`src/logic/pobj_pkg.sv`:
```
// package: cyclic process-object layouts, word fields, codes
// assumes: shared by both ends and the joining interface
`default_nettype none
package pobj_pkg;
  localparam int CW_BASEBLOCK_REL = 3;
  localparam int CW_RUN = 4;
  localparam int CW_RUN_ALT = 0;
  localparam int CW_FAULT_RESET = 7;
  localparam int CW_JOG_FWD = 8;
  localparam int CW_JOG_REV = 9;
  localparam int CW_REMOTE = 10;
  localparam int SW_READY = 2;
  localparam int SW_FAULT = 3;
  localparam int SW_WARNING = 7;
  localparam int SW_SPEED_AGREE = 8;
  localparam int SW_REMOTE = 9;
  localparam logic [15:0] SW_CONST_ONES = 16'h0033;
  localparam int HS_BIT = 7;
  localparam int RID_LSB = 12;
  localparam int PNU_W = 11;
  localparam int SUB_HI_LSB = 8;
  localparam logic [1:0] FMT_PPO = 2'h0;
  localparam logic [1:0] FMT_ALT_A = 2'h2;
  localparam logic [1:0] FMT_ALT_B = 2'h3;
  localparam logic [15:0] FULL_SCALE = 16'h2710;
  typedef enum logic [2:0] {
    LAYOUT_1 = 3'h1, LAYOUT_2 = 3'h2, LAYOUT_3 = 3'h3, LAYOUT_4 = 3'h4, LAYOUT_5 = 3'h5
  } cyclic_object_layout_t;
  typedef enum logic [3:0] {
    RID_NONE = 4'h0, RID_WORD = 4'h1, RID_DWORD = 4'h2, RID_ARR_WORD = 4'h4,
    RID_ARR_DWORD = 4'h5, RID_ARR_COUNT = 4'h6, RID_FAIL = 4'h7
  } response_id_t;
  typedef enum logic [3:0] {
    TID_NONE = 4'h0, TID_READ = 4'h1, TID_WR_WORD = 4'h2, TID_WR_DWORD = 4'h3,
    TID_ARR_READ = 4'h6, TID_ARR_WR_WORD = 4'h7, TID_ARR_WR_DWORD = 4'h8, TID_ARR_COUNT = 4'h9
  } task_id_t;
  localparam logic [31:0] ERR_BAD_PNU = 32'h0000_0000;
  localparam logic [31:0] ERR_WRITE_MODE = 32'h0000_0001;
  localparam logic [31:0] ERR_LIMIT = 32'h0000_0002;
  localparam logic [31:0] ERR_SUBINDEX = 32'h0000_0003;
  localparam logic [31:0] ERR_BUSY_UV = 32'h0000_0011;
  localparam logic [PNU_W-1:0] PNU_LIMIT = 11'h3ff;
  localparam logic [7:0] SUB_LIMIT = 8'h0f;
  function automatic logic has_param_channel(input cyclic_object_layout_t l);
    return (l == LAYOUT_1) || (l == LAYOUT_2) || (l == LAYOUT_5);
  endfunction
  function automatic logic [4:0] process_octets(input cyclic_object_layout_t l);
    case (l)
      LAYOUT_1, LAYOUT_3: return 5'h04;
      LAYOUT_2, LAYOUT_4: return 5'h0c;
      LAYOUT_5: return 5'h14;
      default: return 5'h04;
    endcase
  endfunction
endpackage
`default_nettype wire

```
`src/logic/pobj_link_if.sv`:
```
// interface: one cyclic exchange between master and device
// assumes: single clock; exchange_valid marks one exchange per pulse
`default_nettype none
interface pobj_link_if;
  import pobj_pkg::*;
  logic exchange_valid;
  logic [15:0] out_param_id;
  logic [15:0] out_subindex;
  logic [31:0] out_value;
  logic [15:0] out_command;
  logic [15:0] out_setpoint;
  logic [7:0] out_handshake;
  logic [15:0] in_param_id;
  logic [15:0] in_subindex;
  logic [31:0] in_value;
  logic [15:0] in_state;
  logic [15:0] in_actual;
  logic [7:0] in_handshake;
  modport master (output exchange_valid, out_param_id, out_subindex, out_value, out_command,
    out_setpoint, out_handshake, input in_param_id, in_subindex, in_value, in_state, in_actual,
    in_handshake);
  modport device (input exchange_valid, out_param_id, out_subindex, out_value, out_command,
    out_setpoint, out_handshake, output in_param_id, in_subindex, in_value, in_state, in_actual,
    in_handshake);
endinterface
`default_nettype wire

```
`src/logic/pobj_device_end.sv`:
```
// device end: decodes command word, builds state word, answers tasks
// assumes: drive-side status inputs synchronous to clock_in
`default_nettype none
// Operation
// master clears its handshake bit after power-up
// new events signalled only by bit inversion
// process-object formats used only when format zero
// five layouts with given channel sizes
// command, state, setpoint, actual are first words
// channel: identifier, sub-index, reserved, 32-bit value
// response seven carries error code in value
// error codes 0,1,2,3,17 as listed
// sub-index low or high byte by setting
// bits 0-2 ignored; 3 baseblock, 4 run, 7 reset
// bits 8/9 jog forward/reverse at tenth speed
// bit 10 remote select; bits 11-15 ignored
// state bits 0,1,4,5 one; 6,10 zero
// state bits report ready, fault, warning, agree, remote
// formats 2 and 5 need bit 0 too
// setpoint and actual scaled 10000 per full
// toggle starts processing; echo marks reply valid
// response identifier encodings as listed
// sample each exchange; fault reset on rising edge
module pobj_device_end
  import pobj_pkg::*;
(
  input wire logic clock_in,
  input wire logic arst_n_in,
  pobj_link_if.device link,
  input wire logic [1:0] format_select_setting_in,
  input wire logic subindex_position_setting_in,
  input wire logic [2:0] layout_in,
  input wire logic [2:0] alt_format_in,
  input wire logic drive_ready_in,
  input wire logic drive_fault_in,
  input wire logic drive_warning_in,
  input wire logic speed_agree_in,
  input wire logic undervoltage_condition_in,
  input wire logic param_busy_in,
  input wire logic [15:0] output_frequency_in,
  output logic run_out,
  output logic baseblock_out,
  output logic fault_reset_out,
  output logic jog_fwd_out,
  output logic jog_rev_out,
  output logic remote_out,
  output logic [15:0] setpoint_out,
  output logic task_valid_out,
  output logic [PNU_W-1:0] parameter_number_out,
  output logic [7:0] subindex_out,
  output logic [31:0] write_value_out,
  output logic [3:0] task_id_out
);
  typedef enum logic [1:0] {ST_IDLE = 2'h0, ST_EXEC = 2'h1, ST_REPLY = 2'h3} dev_state_t;

  dev_state_t st_reg, st_next;
  logic hs_reg, hs_next, mhs_reg, mhs_next, frst_prev_reg, frst_prev_next;
  logic run_reg, run_next, bb_reg, bb_next, fr_reg, fr_next;
  logic jf_reg, jf_next, jr_reg, jr_next, rem_reg, rem_next, tv_reg, tv_next;
  logic [15:0] sp_reg, sp_next, state_reg, state_next, act_reg, act_next;
  logic [15:0] rpid_reg, rpid_next, rsub_reg, rsub_next;
  logic [31:0] rval_reg, rval_next, wv_reg, wv_next;
  logic [PNU_W-1:0] pnu_reg, pnu_next;
  logic [7:0] sub_reg, sub_next;
  logic [3:0] tid_reg, tid_next;
  logic ppo_mode, alt_run_fmt;
  logic [15:0] cw;
  logic [7:0] req_sub;
  logic [3:0] rid;
  logic [31:0] err;
  logic fail;

  assign ppo_mode = (format_select_setting_in == FMT_PPO);
  assign alt_run_fmt = (alt_format_in == 3'h2) || (alt_format_in == 3'h5);
  assign cw = link.out_command;

  // ----------------------------------------------------------------
  // task decode
  // ----------------------------------------------------------------
  always_comb begin
    req_sub = subindex_position_setting_in ? link.out_subindex[SUB_HI_LSB +: 8]
                                           : link.out_subindex[7:0];
    fail = 1'b0;
    err = ERR_BAD_PNU;
    rid = RID_NONE;
    case (link.out_param_id[15:RID_LSB])
      TID_NONE: rid = RID_NONE;
      TID_READ: rid = RID_DWORD;
      TID_WR_WORD: rid = RID_WORD;
      TID_WR_DWORD: rid = RID_DWORD;
      TID_ARR_READ, TID_ARR_WR_DWORD: rid = RID_ARR_DWORD;
      TID_ARR_WR_WORD: rid = RID_ARR_WORD;
      TID_ARR_COUNT: rid = RID_ARR_COUNT;
      default: begin
        fail = 1'b1;
        err = ERR_WRITE_MODE;
      end
    endcase
    if (link.out_param_id[PNU_W-1:0] > PNU_LIMIT) begin
      fail = 1'b1;
      err = ERR_BAD_PNU;
    end else if (req_sub > SUB_LIMIT) begin
      fail = 1'b1;
      err = ERR_SUBINDEX;
    end else if (((rid == RID_WORD) || (rid == RID_ARR_WORD)) && (link.out_value[31:16] != 16'h0000)) begin
      fail = 1'b1;
      err = ERR_LIMIT;
    end else if ((link.out_param_id[15:RID_LSB] inside {TID_WR_WORD, TID_WR_DWORD, TID_ARR_WR_WORD,
                 TID_ARR_WR_DWORD}) && (undervoltage_condition_in || param_busy_in)) begin
      fail = 1'b1;
      err = ERR_BUSY_UV;
    end
  end

  // ----------------------------------------------------------------
  // next state
  // ----------------------------------------------------------------
  always_comb begin
    st_next = st_reg;
    hs_next = hs_reg;
    mhs_next = mhs_reg;
    frst_prev_next = frst_prev_reg;
    run_next = run_reg;
    bb_next = bb_reg;
    fr_next = 1'b0;
    jf_next = jf_reg;
    jr_next = jr_reg;
    rem_next = rem_reg;
    sp_next = sp_reg;
    tv_next = 1'b0;
    state_next = state_reg;
    act_next = act_reg;
    rpid_next = rpid_reg;
    rsub_next = rsub_reg;
    rval_next = rval_reg;
    pnu_next = pnu_reg;
    sub_next = sub_reg;
    wv_next = wv_reg;
    tid_next = tid_reg;
    if (link.exchange_valid && ppo_mode) begin
      // bit 0 looked at only for formats 2 and 5; bits 1-2 and 11-15 not looked at
      bb_next = !cw[CW_BASEBLOCK_REL];
      run_next = cw[CW_BASEBLOCK_REL] && cw[CW_RUN]
                 && (!alt_run_fmt || cw[CW_RUN_ALT]);
      jf_next = cw[CW_BASEBLOCK_REL] && cw[CW_JOG_FWD];
      jr_next = cw[CW_BASEBLOCK_REL] && cw[CW_JOG_REV];
      rem_next = cw[CW_REMOTE];
      fr_next = cw[CW_FAULT_RESET] && !frst_prev_reg;
      frst_prev_next = cw[CW_FAULT_RESET];
      sp_next = link.out_setpoint;
      act_next = output_frequency_in;
      state_next = SW_CONST_ONES;
      state_next[SW_READY] = drive_ready_in;
      state_next[SW_FAULT] = drive_fault_in;
      state_next[SW_WARNING] = drive_warning_in;
      state_next[SW_SPEED_AGREE] = speed_agree_in;
      state_next[SW_REMOTE] = rem_reg;
    end
    case (st_reg)
      ST_IDLE: begin
        if (link.exchange_valid && ppo_mode && has_param_channel(cyclic_object_layout_t'(layout_in))
            && (link.out_handshake[HS_BIT] != mhs_reg)) begin
          mhs_next = link.out_handshake[HS_BIT];
          st_next = ST_EXEC;
        end
      end
      ST_EXEC: begin
        rpid_next = {(fail ? RID_FAIL : rid), link.out_param_id[RID_LSB-1:0]};
        rpid_next[PNU_W] = 1'b0;
        rsub_next = link.out_subindex;
        rval_next = fail ? err : link.out_value;
        if (!fail && (rid != RID_NONE)) begin
          tv_next = 1'b1;
          pnu_next = link.out_param_id[PNU_W-1:0];
          sub_next = req_sub;
          wv_next = link.out_value;
          tid_next = link.out_param_id[15:RID_LSB];
        end
        st_next = ST_REPLY;
      end
      ST_REPLY: begin
        hs_next = mhs_reg;
        st_next = ST_IDLE;
      end
      default: st_next = ST_IDLE;
    endcase
  end

  always_ff @(posedge clock_in or negedge arst_n_in) begin
    if (!arst_n_in) begin
      st_reg <= ST_IDLE;
      hs_reg <= 1'b0;
      mhs_reg <= 1'b0;
      frst_prev_reg <= 1'b0;
      run_reg <= 1'b0;
      bb_reg <= 1'b1;
      fr_reg <= 1'b0;
      jf_reg <= 1'b0;
      jr_reg <= 1'b0;
      rem_reg <= 1'b0;
      sp_reg <= 16'h0000;
      tv_reg <= 1'b0;
      state_reg <= SW_CONST_ONES;
      act_reg <= 16'h0000;
      rpid_reg <= 16'h0000;
      rsub_reg <= 16'h0000;
      rval_reg <= 32'h0000_0000;
      pnu_reg <= '0;
      sub_reg <= 8'h00;
      wv_reg <= 32'h0000_0000;
      tid_reg <= 4'h0;
    end else begin
      st_reg <= st_next;
      hs_reg <= hs_next;
      mhs_reg <= mhs_next;
      frst_prev_reg <= frst_prev_next;
      run_reg <= run_next;
      bb_reg <= bb_next;
      fr_reg <= fr_next;
      jf_reg <= jf_next;
      jr_reg <= jr_next;
      rem_reg <= rem_next;
      sp_reg <= sp_next;
      tv_reg <= tv_next;
      state_reg <= state_next;
      act_reg <= act_next;
      rpid_reg <= rpid_next;
      rsub_reg <= rsub_next;
      rval_reg <= rval_next;
      pnu_reg <= pnu_next;
      sub_reg <= sub_next;
      wv_reg <= wv_next;
      tid_reg <= tid_next;
    end
  end

  assign link.in_param_id = rpid_reg;
  assign link.in_subindex = rsub_reg;
  assign link.in_value = rval_reg;
  assign link.in_state = state_reg;
  assign link.in_actual = act_reg;
  assign link.in_handshake = {hs_reg, 7'h00};
  assign run_out = run_reg;
  assign baseblock_out = bb_reg;
  assign fault_reset_out = fr_reg;
  assign jog_fwd_out = jf_reg;
  assign jog_rev_out = jr_reg;
  assign remote_out = rem_reg;
  assign setpoint_out = sp_reg;
  assign task_valid_out = tv_reg;
  assign parameter_number_out = pnu_reg;
  assign subindex_out = sub_reg;
  assign write_value_out = wv_reg;
  assign task_id_out = tid_reg;
endmodule
`default_nettype wire

```
`src/flat_wrapper.sv`:
```
// flat-port wrapper written by rule: the top's interface ports become plain ports
module pobj_device_end_flat import pobj_pkg::*;
  (clock_in, arst_n_in, format_select_setting_in, subindex_position_setting_in, layout_in, alt_format_in, drive_ready_in, drive_fault_in, drive_warning_in, speed_agree_in, undervoltage_condition_in, param_busy_in, output_frequency_in, run_out, baseblock_out, fault_reset_out, jog_fwd_out, jog_rev_out, remote_out, setpoint_out, task_valid_out, parameter_number_out, subindex_out, write_value_out, task_id_out, link_exchange_valid, link_out_param_id, link_out_subindex, link_out_value, link_out_command, link_out_setpoint, link_out_handshake, link_in_param_id, link_in_subindex, link_in_value, link_in_state, link_in_actual, link_in_handshake);
  pobj_link_if link_i ();
  input wire logic clock_in;
  input wire logic arst_n_in;
  input wire logic [1:0] format_select_setting_in;
  input wire logic subindex_position_setting_in;
  input wire logic [2:0] layout_in;
  input wire logic [2:0] alt_format_in;
  input wire logic drive_ready_in;
  input wire logic drive_fault_in;
  input wire logic drive_warning_in;
  input wire logic speed_agree_in;
  input wire logic undervoltage_condition_in;
  input wire logic param_busy_in;
  input wire logic [15:0] output_frequency_in;
  output logic run_out;
  output logic baseblock_out;
  output logic fault_reset_out;
  output logic jog_fwd_out;
  output logic jog_rev_out;
  output logic remote_out;
  output logic [15:0] setpoint_out;
  output logic task_valid_out;
  output logic [PNU_W-1:0] parameter_number_out;
  output logic [7:0] subindex_out;
  output logic [31:0] write_value_out;
  output logic [3:0] task_id_out;
  input wire logic [$bits(link_i.exchange_valid)-1:0] link_exchange_valid;
  input wire logic [$bits(link_i.out_param_id)-1:0] link_out_param_id;
  input wire logic [$bits(link_i.out_subindex)-1:0] link_out_subindex;
  input wire logic [$bits(link_i.out_value)-1:0] link_out_value;
  input wire logic [$bits(link_i.out_command)-1:0] link_out_command;
  input wire logic [$bits(link_i.out_setpoint)-1:0] link_out_setpoint;
  input wire logic [$bits(link_i.out_handshake)-1:0] link_out_handshake;
  output wire logic [$bits(link_i.in_param_id)-1:0] link_in_param_id;
  output wire logic [$bits(link_i.in_subindex)-1:0] link_in_subindex;
  output wire logic [$bits(link_i.in_value)-1:0] link_in_value;
  output wire logic [$bits(link_i.in_state)-1:0] link_in_state;
  output wire logic [$bits(link_i.in_actual)-1:0] link_in_actual;
  output wire logic [$bits(link_i.in_handshake)-1:0] link_in_handshake;
  assign link_i.exchange_valid = link_exchange_valid;
  assign link_i.out_param_id = link_out_param_id;
  assign link_i.out_subindex = link_out_subindex;
  assign link_i.out_value = link_out_value;
  assign link_i.out_command = link_out_command;
  assign link_i.out_setpoint = link_out_setpoint;
  assign link_i.out_handshake = link_out_handshake;
  assign link_in_param_id = link_i.in_param_id;
  assign link_in_subindex = link_i.in_subindex;
  assign link_in_value = link_i.in_value;
  assign link_in_state = link_i.in_state;
  assign link_in_actual = link_i.in_actual;
  assign link_in_handshake = link_i.in_handshake;
  pobj_device_end u_core (.clock_in(clock_in), .arst_n_in(arst_n_in), .link(link_i), .format_select_setting_in(format_select_setting_in), .subindex_position_setting_in(subindex_position_setting_in), .layout_in(layout_in), .alt_format_in(alt_format_in), .drive_ready_in(drive_ready_in), .drive_fault_in(drive_fault_in), .drive_warning_in(drive_warning_in), .speed_agree_in(speed_agree_in), .undervoltage_condition_in(undervoltage_condition_in), .param_busy_in(param_busy_in), .output_frequency_in(output_frequency_in), .run_out(run_out), .baseblock_out(baseblock_out), .fault_reset_out(fault_reset_out), .jog_fwd_out(jog_fwd_out), .jog_rev_out(jog_rev_out), .remote_out(remote_out), .setpoint_out(setpoint_out), .task_valid_out(task_valid_out), .parameter_number_out(parameter_number_out), .subindex_out(subindex_out), .write_value_out(write_value_out), .task_id_out(task_id_out));
endmodule
```
`config.mk`:
```
export PLATFORM = sky130hd
export DESIGN_NAME = pobj_device_end_flat
export DESIGN_NICKNAME = d
export VERILOG_FILES = /design/src/logic/pobj_pkg.sv /design/src/logic/pobj_link_if.sv /design/src/logic/pobj_device_end.sv /design/src/flat_wrapper.sv
export SDC_FILE = /design/constraint.sdc
export NUM_CORES = 1
export LEC_CHECK = 0
export BUFFER_PORTS_ARGS = -buffer_cell sky130_fd_sc_hd__buf_2
export CORE_ASPECT_RATIO = 1.2
export CORE_MARGIN = 1
export CORE_UTILIZATION = 42
export DETAILED_ROUTE_END_ITERATION = 6
export PLACE_DENSITY = 0.79
export SYNTH_ARGS = -nofsm -noshare
export SYNTH_HDL_FRONTEND = slang
export SYNTH_SLANG_ARGS = --single-unit
```
`constraint.sdc`:
```
create_clock -name clock_in -period 2 [get_ports clock_in]
set_input_delay 0.1 -clock clock_in [delete_from_list [all_inputs] [get_ports clock_in]]
set_output_delay 0.1 -clock clock_in [all_outputs]
set_load 0.03 [all_outputs]
```
* After elaboration in Yosys (flattened, before gate mapping)
Index checks and enable logic that the tools add are counted.
** Storage, ports and cells
- Input bits :: 138
- Output and inout bits :: 182
- Register bits :: 167
** Operators by class
- Equal/unequal tests :: 18
- $lt $le $gt $ge :: 2
- Multiplexer cells :: 19
- Reduce and logical (&&, ||, !) cells :: 32
** Operators with widths (number)
- 2-to-1 mux 32 bit :: 4
- nonzero test 16 bit :: 1
- case mux 3 bit (5 select lines) :: 1
- greater-than comparator 11 x 10 -> 1 bit (second input constant) :: 1
- logical AND 1 bit :: 11
- == test 3 bit (second input constant) :: 3
- 2-to-1 mux 1 bit :: 9
- == test 4 x 2 -> 1 bit (second input constant) :: 2
- == test 4 x 3 -> 1 bit (second input constant) :: 2
- == test 4 bit (second input constant) :: 2
- greater-than comparator 8 x 4 -> 1 bit (second input constant) :: 1
- 2-to-1 mux 8 bit :: 1
- nonzero test 4 bit :: 2
- OR reduction 8 bit :: 1
- == test 3 x 1 -> 1 bit (second input constant) :: 2
- == test 3 x 2 -> 1 bit (second input constant) :: 2
- logical OR 1 bit :: 6
- 2-to-1 mux 5 bit :: 1
- == test 4 x 1 -> 1 bit (second input constant) :: 1
- zero test 1 bit :: 4
- zero test 2 bit :: 2
- zero test 4 bit :: 1
- case mux 2 bit (2 select lines) :: 1
- AND reduction 2 bit :: 2
- 7 further kinds :: 8

* Longest topological paths before layout
- Depth after elaboration :: 13
- Mapped depth :: 8

* Worst setup path before layout
Ideal clock, no wire load.
- Kind :: input to register
- Start :: input subindex_position_setting_in
- End :: register u_core.pnu_reg[0], in the netlist u_core.parameter_number_out[0]
- Stages :: 8
- Slack :: -0.100 ns
- Setup time :: 0.125 ns
- Buffers on the path :: 3
- Data required time :: 1.875 ns
- Data arrival time :: 1.975 ns
- Path through :: buf_6 > or4_1 > o22a_1 > a2111oi_4 > buf_6 > nand2_4 > buf_6 > mux2_4
** On the way
- Word-level cells in the longest chain between the ends :: 7
** RTL lines
- start, declared :: line flat_wrapper.sv:8 : input wire logic subindex_position_setting_in;
- 2-to-1 mux 8 bit :: line pobj_device_end.sv:81 : req_sub = subindex_position_setting_in ? link.out_subindex[SUB_HI_LSB +: 8]
- greater-than comparator 8 x 4 -> 1 bit :: line pobj_device_end.sv:102 : end else if (req_sub > SUB_LIMIT) begin
- 2-to-1 mux 1 bit :: line pobj_device_end.sv:102
- 2-to-1 mux 1 bit :: line pobj_device_end.sv:99 : if (link.out_param_id[PNU_W-1:0] > PNU_LIMIT) begin
- zero test 1 bit :: line pobj_device_end.sv:172 : if (!fail && (rid != RID_NONE)) begin
- logical AND 1 bit :: line pobj_device_end.sv:172
- AND reduction 2 bit (no source line)
- end signal, assigned :: line pobj_device_end.sv:230 : pnu_reg <= pnu_next;
- end, declared :: line pobj_device_end.sv:63 : logic [PNU_W-1:0] pnu_reg, pnu_next;
Every way passes these cells.
A chain may end at the register's enable or synchronous reset.

* Final worst setup path
- Start :: input link_out_param_id[12]
- End :: register u_core.wv_reg[24], in the netlist u_core.write_value_out[24]
** On the way
- Word-level cells in the longest chain between the ends :: 12
** RTL lines
- start, declared :: line flat_wrapper.sv:31 : input wire logic [$bits(link_i.out_param_id)-1:0] link_out_param_id;
- == test 4 x 3 -> 1 bit (tied with other cells) :: line pobj_device_end.sv:86 : case (link.out_param_id[15:RID_LSB])
- OR reduction 2 bit
- case mux 3 bit (5 select lines) :: line pobj_device_end.sv:86
- == test 3 x 1 -> 1 bit / == test 3 bit (equally long branches) :: line pobj_device_end.sv:105 : end else if (((rid == RID_WORD) || (rid == RID_ARR_WORD)) && (link.out_value[31:16] != 16'h0000)) begin
- logical OR 1 bit :: line pobj_device_end.sv:105
- logical AND 1 bit :: line pobj_device_end.sv:105
- 2-to-1 mux 1 bit :: line pobj_device_end.sv:105
- 2-to-1 mux 1 bit :: line pobj_device_end.sv:102
- 2-to-1 mux 1 bit :: line pobj_device_end.sv:99
- zero test 1 bit :: line pobj_device_end.sv:172
- logical AND 1 bit (*) :: line pobj_device_end.sv:172
- AND reduction 2 bit (no source line) (*)
- end signal, assigned :: line pobj_device_end.sv:232 : wv_reg <= wv_next;
- end, declared :: line pobj_device_end.sv:62 : logic [31:0] rval_reg, rval_next, wv_reg, wv_next;
Mark *: on every way between the ends. The rest lies on a longest branch, timed or not.

==> flow_summary.yaml <==
drt:
  ant_nets: 0
  dr.pass1.iters: 4
  drt_iter0_markers: 315
  viasPerCell: 4.84
  routed_wl_um: 19600
  vias: 5904
  wl_per_cell_um: 16.0
  drc_errors: 0
clock_network:
  cts_sinks: 166
  cts-buffers-inserted: 17
  cts_setup_buffers: 0
  cts_tree: "yes"
  cts_buffer_depth: 2
  clk_pin_slew_ns: 0.06
  htreeDepth: 4
  cts-root-buf: "clkbuf_16"
  clock_latency_ns: 0.42
power_and_ir_drop:
  peakVddDrop_uv: 810
  power.total_mw: 10.7
  powerDensity_nw_per_um2: 1050
  p_leak_nw: 5.77
logic_synthesis:
  syn_area_um2: 6820
  syn_inst: 595
  yosysUniqueCellTypes: 45
  ys.warnings.count: 0
  synth_ff_type: "dfrtp_1"
  async_flop_share: 1.00
  yosys-top-cells-area: "dfrtp_1 61%, nand2_1 12%, mux2_4 9.7%, a22o_1 4.0%, buf_4 2.3%"
  ys_seq_elements: 166
  yosys.area.top_type: "dfrtp_1"
  ys_seq_area_frac: 0.609
  avgSynthCellArea_um2: 11.5
  yosys.area.top_type_share: 0.606
  synth-edff-count: 0
floorplan:
  core-area_um2: 15800
  rows: 50
  die-area_um2: 16700
  io_pins: 320
  die_w_um: 118
  die_y_um: 142
  initial_core_util: 0.432
place:
  port_buffers: 282
  dp_hpwl_um: 12800
  post-place-ws_ns: -0.205
  place.gp.congestion: 0.803
  placed_area_um2: 8620
outcome:
  status: "finished, final reports clean"
setup_path:
  crit_path_start_kind: "primary input"
  worstSetupStartpoint: "link_out_param_id[12]"
  reg2regPathDepth: 6
  r2r_start: "u_core.st_reg[1]$_DFFE_PN0P_"
  worstSetupPathType: "in2reg"
  crit_end: "u_core.write_value_out[24]$_DFFE_PN0P_"
  r2r_slack_ns: 0.15
  cp_data_arrival_time_ns: 2.21
  critPathCaptureType: "flop"
  worstPathRequired_ns: 2.30
  timing.rr.end: "u_core.write_value_out[24]$_DFFE_PN0P_"
  path_max_fanout: 13
timing:
  fmax_ghz: 0.523
  slew_viol_final: 0
  worst_slack_ns: 0.0862
  hold_violations: 0
  relSlewSlack: 0.591
  setup_viol: 0
  layout_worst_path_cycle_share: 0.957
  min_period_ns: 1.91
  fin_tns_setup_ns: 0
  tightest_slew_ns: 0.613
  finClkSkew_ns: 0.00813
  rsz0062_at_grt: "false"
cells_and_area:
  num-fill-cells: 1172
  final_area_um2: 10200
  drive_gt1_frac: 0.402
  final_common_cell: "buf_2"
  multi_input_area_um2: 2410
  final_cell_mix: "281 x buf_2, 212 x nand2_1, 165 x dfrtp_1"
  utilization: 0.647
  nets: 1137
  regArea_um2: 4160
  antenna_cells: 0
  syn_to_final_growth_pct: 49.5
flow_run:
  cap_violations: 0
grt:
  grt_pass1_wl_um: 30900
  antenna_found_initial: 0
  grt_overflow_total: 0
  grt_pass1_vias: 6084
  grt_max_degree: 65
  grtUsageTotal: 0.237
worst_hold_path:
  hold_class: "in2reg"
## where the power goes
group	switching [mW]	total (mW)	internal, mW
Clock	1.31	3.13	1.82
Sequential	0.314	4.24	3.93
Combinational	2.29	3.38	1.08
## metrics by stage
step	instances	hold slack [ns]
6_report	1220	0.0244
5_1_grt	1220	0.0186
4_1_cts	1220	0.000412
3_5_place_dp	1089	0.138
3_3_place_gp	1089	0.137
2_1_floorplan	613	-0.196
## worst max-delay path: stages
cell	delay [ns]
dlygate4sd3_1	0.52
buf_2	0.19
nor2b_2	0.20
nor3_2	0.09
a2111oi_4	0.33
buf_4	0.20
nand2_8	0.08
buf_12	0.18
mux2_4	0.31
## synthesized netlist by cell type, types with 2 or more instances
| cell type | number |
|---|---|
| conb_1 | 2 |
| nor2b_1 | 2 |
| mux2_4 | 44 |
| mux2_1 | 2 |
| dfrtp_1 | 165 |
| o21ai_0 | 5 |
| a22o_1 | 31 |
| mux2i_1 | 4 |
| nand3b_1 | 3 |
| buf_2 | 4 |
| nor4_1 | 4 |
| and2_1 | 6 |
| a21oi_1 | 11 |
| nand2_1 | 212 |
| inv_1 | 3 |
| nor2_1 | 11 |
| nand3_1 | 4 |
| buf_4 | 21 |
| o22a_1 | 2 |
| a31oi_1 | 7 |
| clkbuf_1 | 19 |
| buf_6 | 7 |
| buf_1 | 2 |
| nand2b_1 | 3 |
## kinds of logic after synthesis
| family | after synthesis | share of synthesized area |
|---|---|---|
| simple gates | 254 | 0.153 |
| flops | 166 | 0.609 |
| compound gates | 64 | 0.0758 |
| other cells | 2 | 0.00110 |
| xor+xnor | 1 | 0.00128 |
| mux | 51 | 0.108 |
| buf+inv | 57 | 0.0514 |
## worst min path at each step
stage | from | to | slack [ns] | cells after the start
6_report | link_out_value[21] | u_core.link.in_value[21]$_DFFE_PN0P_ | 0.02 | 3
2_1_floorplan | arst_n_in | u_core.fault_reset_out$_DFF_PN0_ | -0.20 | 0
4_1_cts | link_out_value[16] | u_core.link.in_value[16]$_DFFE_PN0P_ | 0.0004 | 3
3_5_place_dp | arst_n_in | u_core.link.in_value[12]$_DFFE_PN0P_ | 0.14 | 1
5_1_grt | link_out_value[16] | u_core.link.in_value[16]$_DFFE_PN0P_ | 0.02 | 3
3_3_place_gp | arst_n_in | u_core.link.in_value[12]$_DFFE_PN0P_ | 0.14 | 1
## routing by layer
metal | global-route usage | routed length [um]
met5 | 0 | 0
met2 | 0.425 | 9990
met4 | 0.123 | 862
met1 | 0.262 | 7580
met3 | 0.0559 | 1130
## what timing repair did
item / 4_1_cts / 5_1_grt
gates resized for setup: 0 / 3
hold buffers: 99 / 0
hold endpoints to repair: 191 / 0
endpoints found under the setup margin: 0 / 75
## layout make-up
type                    instances  share of cell area
repair buffers                420               0.274
clock buffers                  23              0.0469
well taps                     208              0.0255
multi-input cells             390               0.236
inverters                       4             0.00147
flip-flops and latches        166               0.408
clock inverters                 9             0.00896
Note: power is estimated with default switching activity, not from simulation.
